[config.mk]
export PLATFORM = sky130hd
export DESIGN_NAME = hpfc_top
export DESIGN_NICKNAME = d
export VERILOG_FILES = /design/src/pkg/hpfc_pkg.sv /design/src/rtl/hpfc_top.sv /design/src/rtl/hpfc_sync.sv /design/src/rtl/hpfc_pin_drv.sv
export SDC_FILE = /design/constraint.sdc
export NUM_CORES = 1
export LEC_CHECK = 0
export BUFFER_PORTS_ARGS = -buffer_cell sky130_fd_sc_hd__buf_2
export CORE_MARGIN = 2
export CORE_UTILIZATION = 25
export CTS_BUF_LIST = sky130_fd_sc_hd__clkbuf_4 sky130_fd_sc_hd__clkbuf_8
export DETAILED_ROUTE_END_ITERATION = 8
export PLACE_DENSITY = 0.47
export SYNTH_ARGS = -nofsm -noshare
export SYNTH_HDL_FRONTEND = slang
export SYNTH_SLANG_ARGS = --single-unit
[constraint.sdc]
create_clock -name pclk -period 2.81 [get_ports pclk]
set_input_delay 0.1405 -clock pclk [delete_from_list [all_inputs] [get_ports pclk]]
set_output_delay 0.1405 -clock pclk [all_outputs]
set_load 0.02 [all_outputs]
[src/pkg/hpfc_pkg.sv]
// Purpose: Constants and types for the host pin and FET-off control block.
// Assumes: APB register access with 32-bit data, word aligned offsets.
// Notes:   Every offset and the hold time live here; some field positions and reset values are literals in hpfc_top.
package hpfc_pkg;
  localparam logic [7:0] ADDR_CTRL    = 8'h00;
  localparam logic [7:0] ADDR_FET     = 8'h04;
  localparam logic [7:0] ADDR_PINFUNC = 8'h08;
  localparam logic [7:0] ADDR_PINDRV  = 8'h0c;
  localparam logic [7:0] ADDR_LDO     = 8'h10;
  localparam logic [7:0] ADDR_ADC     = 8'h14;
  localparam logic [7:0] ADDR_STATUS  = 8'h18;
  // Control register fields.
  localparam int CTRL_MANUAL   = 0;
  localparam int CTRL_BOTH_FETS_OFF_FUNCTION  = 1;
  localparam int CTRL_CPIN_EN  = 2;
  localparam int CTRL_DPIN_EN  = 3;
  localparam int CTRL_COMM_LSB = 4;
  localparam logic [5:0] CTRL_RESET = 6'h0c;
  // Serial bus modes.
  localparam logic [1:0] COMM_I2C  = 2'h0;
  localparam logic [1:0] COMM_SPI  = 2'h1;
  localparam logic [1:0] COMM_WIRE = 2'h2;
  // Multifunction pin indices.
  localparam int NPIN      = 6;
  localparam int PIN_ALERT = 0;
  localparam int PIN_CFET  = 1;
  localparam int PIN_DFET  = 2;
  localparam int PIN_WIRE  = 3;
  localparam int PIN_CHARGE_FAULT_OUTPUT  = 4;
  localparam int PIN_DISCHARGE_FAULT_OUTPUT  = 5;
  // Pin functions, two bits per pin.
  localparam logic [1:0] FN_PRIMARY = 2'h0;
  localparam logic [1:0] FN_GPO     = 2'h1;
  localparam logic [1:0] FN_THERM   = 2'h2;
  localparam logic [1:0] FN_ADC     = 2'h3;
  // Weak pulls, two bits per pin.
  localparam logic [1:0] PULL_NONE = 2'h0;
  localparam logic [1:0] PULL_DOWN = 2'h1;
  localparam logic [1:0] PULL_UP   = 2'h2;
  // Drive and pull register fields.
  localparam int DRV_GPO_LSB  = 0;
  localparam int DRV_SUP_LSB  = 6;
  localparam int DRV_PULL_LSB = 12;
  // Regulator register fields and output settings.
  localparam int LDO_A_EN   = 0;
  localparam int LDO_B_EN   = 1;
  localparam int PREREG_EN  = 2;
  localparam int VSEL_A_LSB = 3;
  localparam int VSEL_B_LSB = 6;
  localparam logic [2:0] VSEL_1V8 = 3'h0;
  localparam logic [2:0] VSEL_5V0 = 3'h4;
  localparam logic [8:0] LDO_RESET = 9'h000;
  // Voltage converter input sources.
  localparam logic [3:0] ADC_CELL   = 4'h0;
  localparam logic [3:0] ADC_TEMP   = 4'h1;
  localparam logic [3:0] ADC_THERM  = 4'h2;
  localparam logic [3:0] ADC_CORE   = 4'h3;
  localparam logic [3:0] ADC_GND    = 4'h4;
  localparam logic [3:0] ADC_TOPDIV = 4'h5;
  localparam logic [3:0] ADC_PACK   = 4'h6;
  localparam logic [3:0] ADC_LOAD   = 4'h7;
  localparam logic [7:0] ADC_RESET  = 8'h04;
  // Shutdown hold time.
  localparam int HOLD_MS  = 1000;
  localparam int CLK_KHZ  = 250000;
  localparam int HOLD_CYC = HOLD_MS * CLK_KHZ;
  typedef enum logic [2:0] {
    ST_RUN  = 3'b001,
    ST_HELD = 3'b010,
    ST_OFF  = 3'b100
  } hpfc_state_t;
endpackage

[src/rtl/hpfc_top.sv]
// Purpose: Host pin control, FET-off pins and pin multiplexing.
// Assumes: One 250 MHz clock; APB slave with no wait states.
// Notes:   FET state survives the reset pin; the rest does not.
`timescale 1ns/10ps
`default_nettype none
module hpfc_top #(
  parameter int HOLD_CYCLES = hpfc_pkg::HOLD_CYC
) (
  input  wire logic        pclk,
  input  wire logic        presetn,
  input  wire logic        psel,
  input  wire logic        penable,
  input  wire logic        pwrite,
  input  wire logic [7:0]  paddr,
  input  wire logic [31:0] pwdata,
  output logic             pready,
  output logic [31:0]      prdata,
  output logic             pslverr,
  input  wire logic        rst_shut_pin,
  input  wire logic [5:0]  mf_pin_in,
  input  wire logic        chg_fault,
  input  wire logic        dsg_fault,
  input  wire logic        alarm_level,
  input  wire logic        wire_tx_low,
  input  wire logic [8:0]  otp_ldo,
  input  wire logic        otp_valid,
  output logic [5:0]       mf_pin_out,
  output logic [5:0]       mf_pin_oe,
  output logic [5:0]       mf_pull_up,
  output logic [5:0]       mf_pull_down,
  output logic [5:0]       mf_sup_ldo_a,
  output logic [5:0]       mf_therm_bias,
  output logic [2:0]       ts_bias,
  output logic             charge_fet,
  output logic             precharge_fet,
  output logic             discharge_fet,
  output logic             predischarge_fet,
  output logic             logic_reset,
  output logic             shutdown,
  output logic             ldo_a_en,
  output logic             ldo_b_en,
  output logic             prereg_en,
  output logic [2:0]       ldo_a_vsel,
  output logic [2:0]       ldo_b_vsel,
  output logic [1:0]       comm_mode,
  output logic [3:0]       adc_src,
  output logic [3:0]       adc_chan
);
  logic [1:0]  sync_q;
  logic        rst_pin;
  logic        wire_pin;
  logic        cfet_pin;
  logic        dfet_pin;
  logic [5:0]  ctrl;
  logic [3:0]  fet_req;
  logic [14:0] pinfunc;
  logic [23:0] pindrv;
  logic [8:0]  ldo;
  logic [7:0]  adc;
  logic        loaded;
  logic [31:0] hold_cnt;
  logic        wr_en;
  logic [31:0] rd_val;
  logic        rd_ok;
  logic        chg_block;
  logic        dsg_block;
  logic [5:0]  prim_drive;
  logic [5:0]  prim_level;
  logic        wire_seen;
  hpfc_pkg::hpfc_state_t state;

  // The reset pin and the two FET-off pins come from outside the clock.
  hpfc_sync #(.W(2)) u_sync_rst (
    .pclk    (pclk),
    .presetn (presetn),
    .d       ({mf_pin_in[hpfc_pkg::PIN_WIRE], rst_shut_pin}),
    .q       (sync_q)
  );
  hpfc_sync #(.W(2)) u_sync_fet (
    .pclk    (pclk),
    .presetn (presetn),
    .d       ({mf_pin_in[hpfc_pkg::PIN_DFET],
               mf_pin_in[hpfc_pkg::PIN_CFET]}),
    .q       ({dfet_pin, cfet_pin})
  );
  assign rst_pin  = sync_q[0];
  assign wire_pin = sync_q[1];

  // Reset pin hold timer and shutdown sequencing.
  always_ff @(posedge pclk or negedge presetn) begin
    if (!presetn) begin
      state    <= hpfc_pkg::ST_RUN;
      hold_cnt <= 32'h0;
    end else begin
      case (state)
        hpfc_pkg::ST_RUN: begin
          hold_cnt <= 32'h0;
          if (rst_pin) begin
            state <= hpfc_pkg::ST_HELD;
          end
        end
        hpfc_pkg::ST_HELD: begin
          if (!rst_pin) begin
            state <= hpfc_pkg::ST_RUN;
          end else if (hold_cnt >= 32'(HOLD_CYCLES - 2)) begin
            state <= hpfc_pkg::ST_OFF;
          end else begin
            hold_cnt <= hold_cnt + 32'h1;
          end
        end
        hpfc_pkg::ST_OFF: begin
          // Only a power-on reset leaves shutdown.
          state <= hpfc_pkg::ST_OFF;
        end
        default: begin
          state <= hpfc_pkg::ST_RUN;
        end
      endcase
    end
  end

  // APB write strobe; blocked while the reset pin is high.
  assign wr_en = psel && penable && pwrite && pready && !rst_pin;

  // Configuration registers, all cleared by the reset pin.
  always_ff @(posedge pclk or negedge presetn) begin
    if (!presetn) begin
      ctrl    <= hpfc_pkg::CTRL_RESET;
      pinfunc <= 15'h0;
      pindrv  <= 24'h0;
      adc     <= hpfc_pkg::ADC_RESET;
    end else if (rst_pin) begin
      ctrl    <= hpfc_pkg::CTRL_RESET;
      pinfunc <= 15'h0;
      pindrv  <= 24'h0;
      adc     <= hpfc_pkg::ADC_RESET;
    end else if (wr_en) begin
      if (paddr == hpfc_pkg::ADDR_CTRL) begin
        // An unused serial mode code drops the whole control write, so every field keeps its value.
        if (pwdata[5:4] != 2'h3) begin
          ctrl <= pwdata[5:0];
        end
      end else if (paddr == hpfc_pkg::ADDR_PINFUNC) begin
        pinfunc <= pwdata[14:0];
      end else if (paddr == hpfc_pkg::ADDR_PINDRV) begin
        pindrv <= pwdata[23:0];
      end else if (paddr == hpfc_pkg::ADDR_ADC) begin
        if (pwdata[3:0] <= hpfc_pkg::ADC_LOAD) begin
          adc <= pwdata[7:0];
        end
      end
    end
  end

  // Host FET requests hold FET state, so the reset pin leaves them alone.
  always_ff @(posedge pclk or negedge presetn) begin
    if (!presetn) begin
      fet_req <= 4'h0;
    end else if (wr_en && paddr == hpfc_pkg::ADDR_FET) begin
      fet_req <= pwdata[3:0];
    end
  end

  // Regulator settings load from stored memory before the bus answers.
  always_ff @(posedge pclk or negedge presetn) begin
    if (!presetn) begin
      ldo    <= hpfc_pkg::LDO_RESET;
      loaded <= 1'b0;
    end else if (rst_pin) begin
      loaded <= 1'b0;
    end else if (!loaded) begin
      ldo    <= otp_valid ? otp_ldo : hpfc_pkg::LDO_RESET;
      loaded <= 1'b1;
    end else if (wr_en && paddr == hpfc_pkg::ADDR_LDO) begin
      if (pwdata[5:3] <= hpfc_pkg::VSEL_5V0) begin
        ldo[5:0] <= pwdata[5:0];
      end else begin
        ldo[2:0] <= pwdata[2:0];
      end
      if (pwdata[8:6] <= hpfc_pkg::VSEL_5V0) begin
        ldo[8:6] <= pwdata[8:6];
      end
    end
  end

  // Read mux and address decode.
  always_comb begin
    rd_val = 32'h0;
    rd_ok  = 1'b1;
    if (paddr == hpfc_pkg::ADDR_CTRL) begin
      rd_val[5:0] = ctrl;
    end else if (paddr == hpfc_pkg::ADDR_FET) begin
      rd_val[3:0] = fet_req;
    end else if (paddr == hpfc_pkg::ADDR_PINFUNC) begin
      rd_val[14:0] = pinfunc;
    end else if (paddr == hpfc_pkg::ADDR_PINDRV) begin
      rd_val[23:0] = pindrv;
    end else if (paddr == hpfc_pkg::ADDR_LDO) begin
      rd_val[8:0] = ldo;
    end else if (paddr == hpfc_pkg::ADDR_ADC) begin
      rd_val[7:0] = adc;
    end else if (paddr == hpfc_pkg::ADDR_STATUS) begin
      rd_val[11:0] = {wire_seen, loaded, state == hpfc_pkg::ST_OFF,
                      predischarge_fet, discharge_fet,
                      precharge_fet, charge_fet, dsg_fault,
                      chg_fault, dfet_pin, cfet_pin, rst_pin};
    end else begin
      rd_ok = 1'b0;
    end
  end

  // No wait states; no answer until stored settings are in place.
  always_ff @(posedge pclk or negedge presetn) begin
    if (!presetn) begin
      pready  <= 1'b0;
      prdata  <= 32'h0;
      pslverr <= 1'b0;
    end else begin
      pready  <= psel && !penable && loaded;
      pslverr <= psel && !penable && !rd_ok;
      if (psel && !penable && !pwrite) begin
        prdata <= rd_ok ? rd_val : 32'h0;
      end
    end
  end

  // Blockers per FET path. Faults only block in standalone mode.
  always_comb begin
    chg_block = !fet_req[0] || state == hpfc_pkg::ST_OFF;
    dsg_block = !fet_req[2] || state == hpfc_pkg::ST_OFF;
    if (!ctrl[hpfc_pkg::CTRL_MANUAL]) begin
      chg_block = chg_block || chg_fault;
      dsg_block = dsg_block || dsg_fault;
    end
    if (ctrl[hpfc_pkg::CTRL_CPIN_EN] && !ctrl[hpfc_pkg::CTRL_BOTH_FETS_OFF_FUNCTION] &&
        pinfunc[3:2] == hpfc_pkg::FN_PRIMARY) begin
      chg_block = chg_block || cfet_pin;
    end
    if (ctrl[hpfc_pkg::CTRL_DPIN_EN] &&
        pinfunc[5:4] == hpfc_pkg::FN_PRIMARY) begin
      dsg_block = dsg_block || dfet_pin;
      if (ctrl[hpfc_pkg::CTRL_BOTH_FETS_OFF_FUNCTION]) begin
        chg_block = chg_block || dfet_pin;
      end
    end
  end

  // FET drivers; only a power-on reset clears them.
  always_ff @(posedge pclk or negedge presetn) begin
    if (!presetn) begin
      charge_fet       <= 1'b0;
      precharge_fet    <= 1'b0;
      discharge_fet    <= 1'b0;
      predischarge_fet <= 1'b0;
    end else begin
      charge_fet       <= !chg_block;
      precharge_fet    <= !chg_block && fet_req[1];
      discharge_fet    <= !dsg_block;
      predischarge_fet <= !dsg_block && fet_req[3];
    end
  end

  // Primary levels of pins that drive in their own function.
  always_comb begin
    prim_drive = 6'h0;
    prim_level = 6'h0;
    prim_drive[hpfc_pkg::PIN_ALERT] = 1'b1;
    prim_level[hpfc_pkg::PIN_ALERT] = alarm_level;
    // Single-wire mode is open drain: drive only the low level.
    prim_drive[hpfc_pkg::PIN_WIRE] = (comm_mode == hpfc_pkg::COMM_WIRE) &&
                                     wire_tx_low;
    prim_drive[hpfc_pkg::PIN_CHARGE_FAULT_OUTPUT] = 1'b1;
    prim_level[hpfc_pkg::PIN_CHARGE_FAULT_OUTPUT] = chg_fault;
    prim_drive[hpfc_pkg::PIN_DISCHARGE_FAULT_OUTPUT] = 1'b1;
    prim_level[hpfc_pkg::PIN_DISCHARGE_FAULT_OUTPUT] = dsg_fault;
  end

  genvar gi;
  generate
    for (gi = 0; gi < hpfc_pkg::NPIN; gi = gi + 1) begin : g_pin
      hpfc_pin_drv u_drv (
        .pclk       (pclk),
        .presetn    (presetn),
        .func       (pinfunc[2*gi +: 2]),
        .gpo_level  (pindrv[hpfc_pkg::DRV_GPO_LSB + gi]),
        .prim_drive (prim_drive[gi]),
        .prim_level (prim_level[gi]),
        .sup_sel    (pindrv[hpfc_pkg::DRV_SUP_LSB + gi]),
        .pull       (pindrv[hpfc_pkg::DRV_PULL_LSB + 2*gi +: 2]),
        .pin_out    (mf_pin_out[gi]),
        .pin_oe     (mf_pin_oe[gi]),
        .pull_up    (mf_pull_up[gi]),
        .pull_down  (mf_pull_down[gi]),
        .sup_ldo_a  (mf_sup_ldo_a[gi]),
        .therm_bias (mf_therm_bias[gi])
      );
    end
  endgenerate

  // Supply, bus mode and converter outputs. Shutdown drops every supply.
  always_ff @(posedge pclk or negedge presetn) begin
    if (!presetn) begin
      logic_reset <= 1'b0;
      shutdown    <= 1'b0;
      ldo_a_en    <= 1'b0;
      ldo_b_en    <= 1'b0;
      prereg_en   <= 1'b0;
      ldo_a_vsel  <= hpfc_pkg::VSEL_1V8;
      ldo_b_vsel  <= hpfc_pkg::VSEL_1V8;
      comm_mode   <= hpfc_pkg::COMM_I2C;
      adc_src     <= hpfc_pkg::ADC_GND;
      adc_chan    <= 4'h0;
      ts_bias     <= 3'h0;
    end else begin
      logic_reset <= rst_pin;
      shutdown    <= state == hpfc_pkg::ST_OFF;
      ldo_a_en    <= ldo[hpfc_pkg::LDO_A_EN] && state != hpfc_pkg::ST_OFF;
      ldo_b_en    <= ldo[hpfc_pkg::LDO_B_EN] && state != hpfc_pkg::ST_OFF;
      prereg_en   <= ldo[hpfc_pkg::PREREG_EN] && state != hpfc_pkg::ST_OFF;
      ldo_a_vsel  <= ldo[hpfc_pkg::VSEL_A_LSB +: 3];
      ldo_b_vsel  <= ldo[hpfc_pkg::VSEL_B_LSB +: 3];
      comm_mode   <= ctrl[hpfc_pkg::CTRL_COMM_LSB +: 2];
      adc_src     <= adc[3:0];
      adc_chan    <= adc[7:4];
      ts_bias     <= pinfunc[14:12];
    end
  end

  // Single-wire receive level is sampled but handled by the bus engine.
  always_ff @(posedge pclk or negedge presetn) begin
    if (!presetn) begin
      wire_seen <= 1'b0;
    end else begin
      wire_seen <= wire_pin && comm_mode == hpfc_pkg::COMM_WIRE;
    end
  end

  reset_clears_a: assert property (@(posedge pclk) disable iff (!presetn)
    rst_pin |=> ctrl == hpfc_pkg::CTRL_RESET && !loaded)
    else $error("reset pin did not clear configuration");

  fet_kept_a: assert property (@(posedge pclk) disable iff (!presetn)
    rst_pin && !$past(wr_en) && state != hpfc_pkg::ST_OFF
    |-> $stable(fet_req))
    else $error("reset pin changed FET state");

  hold_shut_a: assert property (@(posedge pclk) disable iff (!presetn)
    $rose(state == hpfc_pkg::ST_OFF) |-> hold_cnt == 32'(HOLD_CYCLES - 2)
    && $past(rst_pin))
    else $error("shutdown entered before the hold time");

  shut_off_a: assert property (@(posedge pclk) disable iff (!presetn)
    state == hpfc_pkg::ST_OFF |-> ##2 !charge_fet && !discharge_fet
    && !ldo_a_en && !ldo_b_en && !prereg_en)
    else $error("shutdown left a FET or supply on");

  chg_pin_a: assert property (@(posedge pclk) disable iff (!presetn)
    cfet_pin && ctrl[2] && !ctrl[1] && pinfunc[3:2] == 2'h0
    |=> !charge_fet && !precharge_fet)
    else $error("charge-off pin did not disable charge FETs");

  dsg_pin_a: assert property (@(posedge pclk) disable iff (!presetn)
    dfet_pin && ctrl[3] && pinfunc[5:4] == 2'h0
    |=> !discharge_fet && !predischarge_fet)
    else $error("discharge-off pin did not disable discharge FETs");

  both_off_a: assert property (@(posedge pclk) disable iff (!presetn)
    dfet_pin && ctrl[3] && ctrl[1] && pinfunc[5:4] == 2'h0
    |=> !charge_fet && !discharge_fet)
    else $error("both-off did not disable all FETs");

  host_block_a: assert property (@(posedge pclk) disable iff (!presetn)
    !fet_req[0] |=> !charge_fet)
    else $error("charge FET on while host blocks it");

  fault_out_a: assert property (@(posedge pclk) disable iff (!presetn)
    pinfunc[9:8] == 2'h0 |=> mf_pin_out[4] == $past(chg_fault))
    else $error("charge fault pin does not follow the fault");

  discharge_fault_output_out_a: assert property (@(posedge pclk) disable iff (!presetn)
    pinfunc[11:10] == 2'h0 |=> mf_pin_out[5] == $past(dsg_fault))
    else $error("discharge fault pin does not follow the fault");

  manual_mode_a: assert property (@(posedge pclk) disable iff (!presetn)
    ctrl[0] && fet_req[0] && !cfet_pin && !dfet_pin
    && state == hpfc_pkg::ST_RUN
    ##1 ctrl[0] && fet_req[0] && !cfet_pin && !dfet_pin
    && state == hpfc_pkg::ST_RUN
    |=> charge_fet)
    else $error("manual mode let a fault switch a FET");

  vsel_range_a: assert property (@(posedge pclk) disable iff (!presetn)
    ldo_a_vsel <= 3'h4 && ldo_b_vsel <= 3'h4)
    else $error("regulator voltage outside the five settings");

  no_answer_a: assert property (@(posedge pclk) disable iff (!presetn)
    !loaded |=> !pready)
    else $error("bus answered before stored settings loaded");
endmodule
`default_nettype wire

[src/rtl/hpfc_sync.sv]
// Purpose: Two flip-flop synchroniser for pin levels.
// Assumes: Inputs are slow levels from outside the clock domain.
// Notes:   The first stage feeds only the second stage.
`timescale 1ns/10ps
`default_nettype none
module hpfc_sync #(
  parameter int W = 1
) (
  input  wire logic         pclk,
  input  wire logic         presetn,
  input  wire logic [W-1:0] d,
  output logic      [W-1:0] q
);
  logic [W-1:0] meta;

  always_ff @(posedge pclk or negedge presetn) begin
    if (!presetn) begin
      meta <= '0;
      q    <= '0;
    end else begin
      meta <= d;
      q    <= meta;
    end
  end
endmodule
`default_nettype wire

[src/rtl/hpfc_pin_drv.sv]
// Purpose: Output stage of one multifunction pin.
// Assumes: Configuration and primary level come from the same clock.
// Notes:   Outputs are registered so the pin never glitches.
`timescale 1ns/10ps
`default_nettype none
module hpfc_pin_drv (
  input  wire logic       pclk,
  input  wire logic       presetn,
  input  wire logic [1:0] func,
  input  wire logic       gpo_level,
  input  wire logic       prim_drive,
  input  wire logic       prim_level,
  input  wire logic       sup_sel,
  input  wire logic [1:0] pull,
  output logic            pin_out,
  output logic            pin_oe,
  output logic            pull_up,
  output logic            pull_down,
  output logic            sup_ldo_a,
  output logic            therm_bias
);
  always_ff @(posedge pclk or negedge presetn) begin
    if (!presetn) begin
      pin_out    <= 1'b0;
      pin_oe     <= 1'b0;
      pull_up    <= 1'b0;
      pull_down  <= 1'b0;
      sup_ldo_a  <= 1'b0;
      therm_bias <= 1'b0;
    end else begin
      pin_out    <= (func == hpfc_pkg::FN_GPO) ? gpo_level
                                               : prim_level;
      pin_oe     <= (func == hpfc_pkg::FN_GPO) ||
                    (func == hpfc_pkg::FN_PRIMARY && prim_drive);
      pull_up    <= (pull == hpfc_pkg::PULL_UP);
      pull_down  <= (pull == hpfc_pkg::PULL_DOWN);
      sup_ldo_a  <= sup_sel;
      therm_bias <= (func == hpfc_pkg::FN_THERM);
    end
  end
endmodule
`default_nettype wire

==> flow_summary.ini, run 1 <==
[global_route]
grt_usage = 0.1452
antenna_found_initial = 1
grt_pass1_vias = 6787
grt_pass1_wl_mm = 40.36
overflow = 0
grt_max_degree = 77

[synth]
ys_warn_count = 0
synth-seq-area-share = 0.5743
syn-cell-area_um2 = 8768
synthCells = 808
async_reset_ff_frac = 1.000
yosysUniqueCellTypes = 67
yosys_register_bits = 201
syn_area_per_cell_um2 = 10.85
synth_ff_type = dfrtp_1
synth_edf_count = 0

[clocking]
path_clk_slew_ns = 0.06
htreeDepth = 2
cts_hold_buf = 46
cts-root-buf = clkbuf_8
post_cts_resized = 0
clk_path_buf_depth = 3
cts_setup_buffers = 0
clock_latency_ns = 0.56
numCtsBuffers = 39
cts_tree = done
cts.sinks = 201

[power]
ir_worst_vdd_mv = 0.3356
p_leak_nw = 5.373
p_per_area_nw_per_um2 = 610.2

[worst_setup_path]
r2r-start = hold_cnt[0]$_DFFE_PN0P_
r2r_end = hold_cnt[26]$_DFFE_PN0P_
crit_buf_inv = 2
max_stage_delay_ns = 0.50
cp.required_ns = 3.25
critical_path.startpoint_type = flop
r2r_slack_ns = 0.44
cp_top_family = compound AO/OA/AOI/OAI gates
path_common_cell = o211ai_1
crit_chain = inv_1, ha_1, o211ai_1, o211ai_1, a31oi_2, a21oi_2, buf_12, or4_1, a21oi_1
ff2ff_path_depth = 9
cp_data_arrival_time_ns = 2.82
worst_setup_path_end_kind = flop
crit_path_top_delay_cell = or4_1
critPathMaxFanout = 34
worstSetupPathType = reg2reg

[timing]
fmax_mhz = 421.6
slew-limit-headroom = 0.5379
fin_skew_ns = 0.04526
fin_crit_sh = 0.8441
rsz0062_at_grt = no
setup_viol = 0
hold_viol = 0
tightest_slew_ns = 0.6932
period_minus_slack_ns = 2.372
setup_tns_ns = 0
final-max-slew-violation-count = 0

[die]
std_cell_rows = 68
die_y_um = 191.3
coreArea_um2 = 34540
die_x_um = 191.3
ios = 164
die_area_um2 = 36590
initial_core_util = 0.2538

[place]
place_congestion = 0.7767
dp_hpwl_mm = 17.80
io_buffers = 144

[run_status]
status = complete, no violations

[min_path]
hold_path_depth = 4
worstHoldEndpoint = g_pin[4].u_drv.pin_out$_DFF_PN0_
hold_class = in2reg
hp-start = chg_fault

[detailed_routing]
wl_per_cell_um = 17.86
first_pass_iters = 5
vias = 6695
viasPerCell = 4.564
drt_wl_total_mm = 26.20
ant_nets = 0
drt_iter0_markers = 380
drc = 0

[run]
maxCapViolCount = 0

[cells_and_area]
fin_util = 0.3215
fill_cells = 3656
area_delta_synth_final_pct = 26.67
nNetsFinal = 1053
drive_gt1_frac = 0.2601
Yosys cell counts (14+ instances only):
cell | instances | share of area
buf_4 | 44 | 0.038
dfrtp_1 | 196 | 0.56
a21oi_1 | 61 | 0.035
o21ai_0 | 23 | 0.013
nor2b_1 | 27 | 0.019
or3_1 | 14 | 0.010
mux2i_1 | 45 | 0.051
nand2_1 | 82 | 0.035
a22o_1 | 20 | 0.020
inv_1 | 15 | 0.0064
clkbuf_1 | 22 | 0.0094
nand3_1 | 20 | 0.011
nor2_1 | 61 | 0.026
nand4_1 | 14 | 0.010
sequential cells by signal (all words and copies together), names as in the netlist, 8 cells and up:
signal / flops
pinfunc: 15
adc: 8
pindrv: 24
hold_cnt: 32
prdata: 24
ldo: 9
routing by layer:
metal  vias up  track usage  wire length [um]
met5         -            0                 0
met4         0      0.04379               628
met3        49      0.03323              1299
met2       165       0.2367             12540
met1      3323       0.1916             11730
li1       3158            -                 -
worst min-delay path, cell delays in order:
cell and delay, ns:
buf_2 0.11, inv_1 0.10, a21oi_1 0.13, a31o_2 0.10
cells in the final DEF (no fill, tap or decap), types with 13 or more instances in the layout:
cell / Yosys / final
inv_1: 15 / 15
o21ai_0: 23 / 23
dfrtp_1: 196 / 195
a21oi_1: 61 / 61
nand4_1: 14 / 14
nor2b_1: 27 / 27
a22o_1: 20 / 20
mux2i_1: 45 / 45
dlygate4sd3_1: 0 / 46
clkbuf_8: 0 / 48
buf_4: 44 / 13
nor2_1: 61 / 61
or3_1: 14 / 14
buf_2: 11 / 143
nand2_1: 82 / 82
clkbuf_4: 0 / 16
nand3_1: 20 / 20
through the flow:
step	hold WS, ns	power (mW)	setup slack, ns	instance area [um2]	instances
2_1_floorplan	-0.1551	3.482	0.7576	8795	815
3_3_place_gp	0.2287	3.791	0.4105	9842	1353
3_5_place_dp	0.2486	3.793	0.3925	9842	1353
4_1_cts	0.002238	6.905	0.3982	11100	1466
5_1_grt	0.03102	7.123	0.2831	11100	1466
6_report	0.04796	6.778	0.4381	11110	1467
cell families (layout without fill, tap and decap cells):
kind of cell             after synthesis  count (layout)  synth area share
AO/OA/AOI/OAI                        158             158            0.1164
XOR/XNOR                               9               9          0.008990
adder cells (fa/ha/maj)                2               2          0.002853
buffers and inverters                 97             293           0.06278
flip-flops                           201             201            0.5743
multiplexers                          61              61           0.07192
other                                  1               9         0.0004277
AND/OR/NAND/NOR                      279             279            0.1622
where the power goes:
group          switching, mW  internal [mW]  total [mW]
Clock                   1.27           1.73        3.00
Combinational          0.475          0.254       0.728
Sequential            0.0689           2.98        3.05
Total                   1.82           4.96        6.78
area by class of cell:
cell class / count / area (um2) / share of cell area
antenna: 1 / 2.502 / 0.0002253
inverter: 16 / 60.06 / 0.005407
clock inverter: 4 / 35.03 / 0.003154
timing repair buffer: 210 / 1428 / 0.1285
sequential: 201 / 5037 / 0.4535
multi-input combinational: 517 / 3208 / 0.2888
tap: 455 / 569.3 / 0.05126
clock buffer: 63 / 767.0 / 0.06905
how the worst max path moves through the flow:
| stage | from | endpoint | slack, ns | cells past startpoint |
|---|---|---|---|---|
| final | hold_cnt[0]$_DFFE_PN0P_ | hold_cnt[26]$_DFFE_PN0P_ | 0.44 | 9 |
| after global routing | hold_cnt[0]$_DFFE_PN0P_ | hold_cnt[21]$_DFFE_PN0P_ | 0.28 | 9 |
| after CTS | hold_cnt[0]$_DFFE_PN0P_ | hold_cnt[26]$_DFFE_PN0P_ | 0.40 | 9 |
| after detailed placement | paddr[1] | ldo[4]$_DFFE_PN0P_ | 0.39 | 7 |
| after global placement | paddr[1] | ldo[1]$_DFFE_PN0P_ | 0.41 | 7 |
| after floorplan | hold_cnt[0]$_DFFE_PN0P_ | hold_cnt[13]$_DFFE_PN0P_ | 0.76 | 9 |
(Power assumes the default switching activity.)
==> run 2: changes to the inputs <==
- clock period: 2.81 -> 2.37 ns (I/O delays scaled with it)
==> run 2 against run 1 <==
  * Sequential power increased by 18%
  * Non-clock buffer count increased by 20
  * Cell count increased by 1.2%
  * Routed wire length decreased by 1.4%
  * Count of clock-buffer cells in the layout decreased by 2
==> flow_summary.ini, run 2 (synthesized netlist as in run 1, its figures left out) <==
[power]
ir_worst_vdd_mv = 0.3300
p_leak_nw = 5.479
total_power_mw = 8.147
p_per_area_nw_per_um2 = 722.1

[run]
maxCapViolCount = 0

[clocking]
cts-root-buf = clkbuf_8
clk_path_buf_depth = 3
path_clk_slew_ns = 0.06
clock_latency_ns = 0.55
htreeDepth = 2
cts.sinks = 201
numCtsBuffers = 39
cts_tree = done
cts_setup_buffers = 0

[detailed_routing]
drc = 0
drt_wl_total_mm = 25.84
wl_per_cell_um = 17.40
ant_nets = 0
vias = 6637
viasPerCell = 4.469
drt_iter0_markers = 313
first_pass_iters = 4

[global_route]
grt_pass1_vias = 6816
grt_pass1_wl_mm = 40.16
grt_usage = 0.1430
overflow = 0
antenna_found_initial = 1
grt_max_degree = 56

[cells_and_area]
multi_input_area_um2 = 3208
layout_common_cells = 195 x dfrtp_1, 143 x buf_2, 82 x nand2_1, 61 x nor2_1, 61 x a21oi_1
register_area_um2 = 5037
fin_util = 0.3266
final_cell_area_um2 = 11280
largestRegisters = hold_cnt: 32 flops, pindrv: 24 flops, prdata: 24 flops
nNetsFinal = 1073
largest_register_ffs = 32
fill_cells = 3628
final_common_cell = dfrtp_1
area_delta_synth_final_pct = 28.67
drive_gt1_frac = 0.2738
diodes = 0
regMostFlops = hold_cnt

[run_status]
status = complete, no violations

[timing]
setup_viol = 0
fin_skew_ns = 0.03867
setup_tns_ns = 0
final.setup.worst_slack_ns = 0.1975
fmax_mhz = 460.3
slew-limit-headroom = 0.5942
hold_viol = 0
period_minus_slack_ns = 2.173
rsz0062_at_grt = no
final-max-slew-violation-count = 0
fin_crit_sh = 0.9167
tightest_slew_ns = 0.6074

[die]
std_cell_rows = 68
die_x_um = 191.3
coreArea_um2 = 34540
die_area_um2 = 36590
ios = 164
initial_core_util = 0.2538
die_y_um = 191.3

[place]
place_congestion = 0.7657
dpl-instance-area_um2 = 10000
io_buffers = 144
dp_hpwl_mm = 18.16
dp_slack_ns = 0.1648

[worst_setup_path]
r2r-start = hold_cnt[1]$_DFFE_PN0P_
startpoint = hold_cnt[1]$_DFFE_PN0P_
critical_path.startpoint_type = flop
crit_path_top_delay_cell = or4_1
critPathMaxFanout = 23
crit_chain = ha_1, o211ai_1, o211ai_1, a31oi_2, a21oi_2, buf_12, or4_1, a21oi_1
cp.required_ns = 2.82
max_stage_delay_ns = 0.50
worstSetupEndpoint = hold_cnt[14]$_DFFE_PN0P_
r2r_end = hold_cnt[14]$_DFFE_PN0P_
cp_data_arrival_time_ns = 2.62
worst_setup_path_end_kind = flop
path_common_cell = o211ai_1
r2r_slack_ns = 0.20
ff2ff_path_depth = 8
worstSetupPathType = reg2reg

[min_path]
hold_class = in2reg
[run 2: cell types whose count changed in the layout (fill, tap and decap cells not counted)]
cell / change
buf_12: +1
buf_4: +19
bufinv_16: +1
clkbuf_4: -2
diode_2: -1
[run 2: repair_timing]
action                                  4_1_cts  5_1_grt
hold buffers                                 46        0
gates resized for setup                       0        0
endpoints found under the setup margin        0        2
endpoints found under the hold margin       177        0
[run 2: final cells by class]
class | count | share of cell area
Clock inverter | 5 | 0.005767
Sequential cell | 201 | 0.4465
Inverter | 16 | 0.005323
Multi-Input combinational cell | 517 | 0.2844
Tap cell | 455 | 0.05046
Clock buffer | 61 | 0.06665
Timing Repair Buffer | 230 | 0.1410
[run 2: through the flow]
step / hold slack [ns] / cells
CTS: 0.02441 / 1485
global route: 0.05123 / 1485
global placement: 0.1542 / 1373
detailed placement: 0.1529 / 1373
finish: 0.05013 / 1485
floorplan: -0.1771 / 815
[run 2: power by group]
group	leakage (nW)	switching (mW)	internal, mW
sequential	2.71	0.0611	3.53
clock	0.433	1.50	2.13
combinational	2.34	0.590	0.338
[run 2: worst min path at each step]
stage                   start                               end  cells after the start
floorplan             presetn                adc[0]$_DFFE_PN0P_                      0
global placement      presetn              ts_bias[1]$_DFF_PN0_                      1
global route        dsg_fault  g_pin[5].u_drv.pin_out$_DFF_PN0_                      4
finish              dsg_fault  g_pin[5].u_drv.pin_out$_DFF_PN0_                      4
CTS                 dsg_fault  g_pin[5].u_drv.pin_out$_DFF_PN0_                      4
detailed placement    presetn              ts_bias[1]$_DFF_PN0_                      1
[run 2: critical path: cells and delay by family (launching register included)]
kind / cells / cell delay (ns)
AO/OA/AOI/OAI: 5 / 0.77
adder cells (fa/ha/maj): 1 / 0.22
buffers and inverters: 1 / 0.16
flip-flops: 1 / 0.44
AND/OR/NAND/NOR: 1 / 0.50
[run 2: routing by layer]
layer	routed length [um]	part of all wire	vias to the layer above	GRT usage
met5	0	0	-	0
met4	488	0.019	0	0.03728
met3	1080	0.042	35	0.02607
met2	12580	0.49	144	0.2370
met1	11690	0.45	3262	0.1917
li1	-	-	3196	-
==> run 3: changes to the inputs <==
- CAP_MARGIN: default -> 25
- CORE_MARGIN: 2 -> default
- HOLD_SLACK_MARGIN: default -> 0.1
==> run 3 against run 2 <==
  * Register-to-register slack worse by 0.05 ns
  * Count of clock-buffer cells in the layout is 7 lower
  * Non-clock buffer count is 3 higher
  * Core utilization is 0.16 points lower
  * Final area is 0.49% lower
  * Critical path depth is 1 lower
  * Critical path type unchanged
==> flow_summary.ini, run 3 (synthesized netlist as in run 1, its figures left out) <==
[run_status]
status = complete, no violations

[detailed_routing]
drt_wl_total_mm = 26.15
drc = 0
drt_iter0_markers = 327
top_layer = met4
wl_met2_mm = 12.35
ant_nets = 0
met3_length_mm = 1.112
vias = 6748
wl_per_cell_um = 17.57
wl_met1_mm = 12.06
viasPerCell = 4.535
first_pass_iters = 4

[worst_setup_path]
crit_buf_inv = 1
cp_top_family = simple AND/OR/NAND/NOR gates
startpoint = hold_cnt[29]$_DFFE_PN0P_
cp_data_arrival_time_ns = 2.68
crit_chain = nor4_2, o311ai_1, a31oi_2, a21oi_2, buf_12, or4_1, a21oi_2
cp.required_ns = 2.83
max_stage_delay_ns = 0.53
worstSetupPathType = reg2reg
r2r_slack_ns = 0.14
ff2ff_path_depth = 7
crit_path_top_delay_cell = or4_1
critical_path.startpoint_type = flop
critPathMaxFanout = 34
worst_setup_path_end_kind = flop
r2r_end = hold_cnt[15]$_DFFE_PN0P_
path_common_cell = a21oi_2
r2r-start = hold_cnt[29]$_DFFE_PN0P_

[die]
initial_core_util = 0.2538
die_x_um = 189.3
die_area_um2 = 35830
ios = 164
std_cell_rows = 68
die_y_um = 189.3
coreArea_um2 = 34540

[cells_and_area]
area_delta_synth_final_pct = 28.04
regMostFlops = hold_cnt
final_common_cell = dfrtp_1
largest_register_ffs = 32
nNetsFinal = 1074
diodes = 0
drive_gt1_frac = 0.2720
final_cell_area_um2 = 11230
largestRegisters = hold_cnt: 32 flops, pindrv: 24 flops, prdata: 24 flops
fin_util = 0.3250
layout_common_cells = 195 x dfrtp_1, 143 x buf_2, 82 x nand2_1, 61 x nor2_1, 60 x a21oi_1

[timing]
rsz0062_at_grt = no
hold_viol = 0
period_minus_slack_ns = 2.226
final.setup.worst_slack_ns = 0.1443
tightest_slew_ns = 0.5965
final-max-slew-violation-count = 0
fin_skew_ns = 0.01805
fmax_mhz = 449.3
setup_tns_ns = 0
slew-limit-headroom = 0.6015
setup_viol = 0
fin_crit_sh = 0.9391

[clocking]
cts-root-buf = clkbuf_8
htreeDepth = 2
numCtsBuffers = 37
cts_tree = done
clk_path_buf_depth = 3
clock_latency_ns = 0.53
cts_setup_buffers = 0
path_clk_slew_ns = 0.06
cts.sinks = 201

[global_route]
antenna_found_initial = 0
grt_max_degree = 69
grt_usage = 0.1482
grt_pass1_vias = 7070
grt_pass1_wl_mm = 41.17
overflow = 0

[power]
switchingPower_mw = 2.165
ir_worst_vdd_mv = 0.3495
clkPwrFrac = 0.429
switching_share = 0.2742
p_seq_frac = 0.455
p_int_mw = 5.731
p_per_area_nw_per_um2 = 703.3
p_comb_frac = 0.116
p_leak_nw = 5.454

[min_path]
worstHoldEndpoint = prdata[2]$_DFFE_PN0P_
hp-start = paddr[4]
hold_path_depth = 3
hold_class = in2reg

[run]
maxCapViolCount = 0

[place]
dp_slack_ns = 0.1946
io_buffers = 144
place_congestion = 0.7840
dpl-instance-area_um2 = 9952
dp_hpwl_mm = 18.07
==> run 3: changes by cell type in the layout (fill, tap and decap cells not counted), moves of 2 or more <==
cell | previous run | this run
dlygate4sd3_1 | 46 | 51
clkbuf_4 | 14 | 9
clkinv_2 | 1 | 8
inv_6 | 0 | 2
buf_12 | 8 | 5
clkbuf_8 | 48 | 46
inv_8 | 2 | 0
==> run 3: how the worst max path moves through the flow <==
stage                                          end  slack (ns)  depth (start not counted)
after floorplan           hold_cnt[13]$_DFFE_PN0P_        0.32                          9
after global placement    hold_cnt[11]$_DFFE_PN0P_        0.21                          7
after detailed placement  hold_cnt[13]$_DFFE_PN0P_        0.19                          7
after CTS                 hold_cnt[26]$_DFFE_PN0P_        0.17                          7
after global routing      hold_cnt[15]$_DFFE_PN0P_       0.007                          9
final                     hold_cnt[15]$_DFFE_PN0P_        0.14                          7
==> run 3: layout make-up <==
type / instances / area [um2]
multi-input cells: 517 / 3212
repair buffers: 233 / 1588
flip-flops and latches: 201 / 5037
clock inverters: 12 / 73.82
inverters: 16 / 60.06
clock buffers: 54 / 686.9
fillers: 3678 / 23320
well taps: 455 / 569.3
==> run 3: tightest hold or removal path: stages <==
cell and delay (ns):
buf_2 0.20, a21oi_1 0.19, o41ai_1 0.10
==> run 3: power groups by stage <==
| stage | Combinational (mW) | Sequential (mW) | Clock (mW) |
|---|---|---|---|
| 3_5_place_dp | 0.857 | 3.65 | 0 |
| 4_1_cts | 0.929 | 3.59 | 3.52 |
| 3_3_place_gp | 0.848 | 3.65 | 0 |
| 5_1_grt | 1.01 | 3.60 | 3.69 |
| 2_1_floorplan | 0.471 | 3.66 | 0 |
| 6_report | 0.912 | 3.59 | 3.39 |
==> run 3: metal layers <==
metal  GRT usage  up-vias
li1            -     3201
met1      0.1996     3352
met2      0.2405      156
met3     0.02743       39
met4     0.04560        0
met5           0        -
==> run 3: metrics by stage <==
stage | power (mW) | std cells | hold slack [ns]
2_1_floorplan | 4.128 | 815 | -0.1771
3_3_place_gp | 4.499 | 1371 | 0.07620
3_5_place_dp | 4.508 | 1371 | 0.06790
4_1_cts | 8.040 | 1488 | 0.1049
5_1_grt | 8.297 | 1488 | 0.1514
6_report | 7.896 | 1488 | 0.1468
==> run 3: timing repair <==
| item | 4_1_cts | 5_1_grt |
|---|---|---|
| setup endpoints to repair | 0 | 1 |
| hold buffers | 51 | 0 |
| hold endpoints to repair | 279 | 0 |
| gates resized for setup | 0 | 1 |
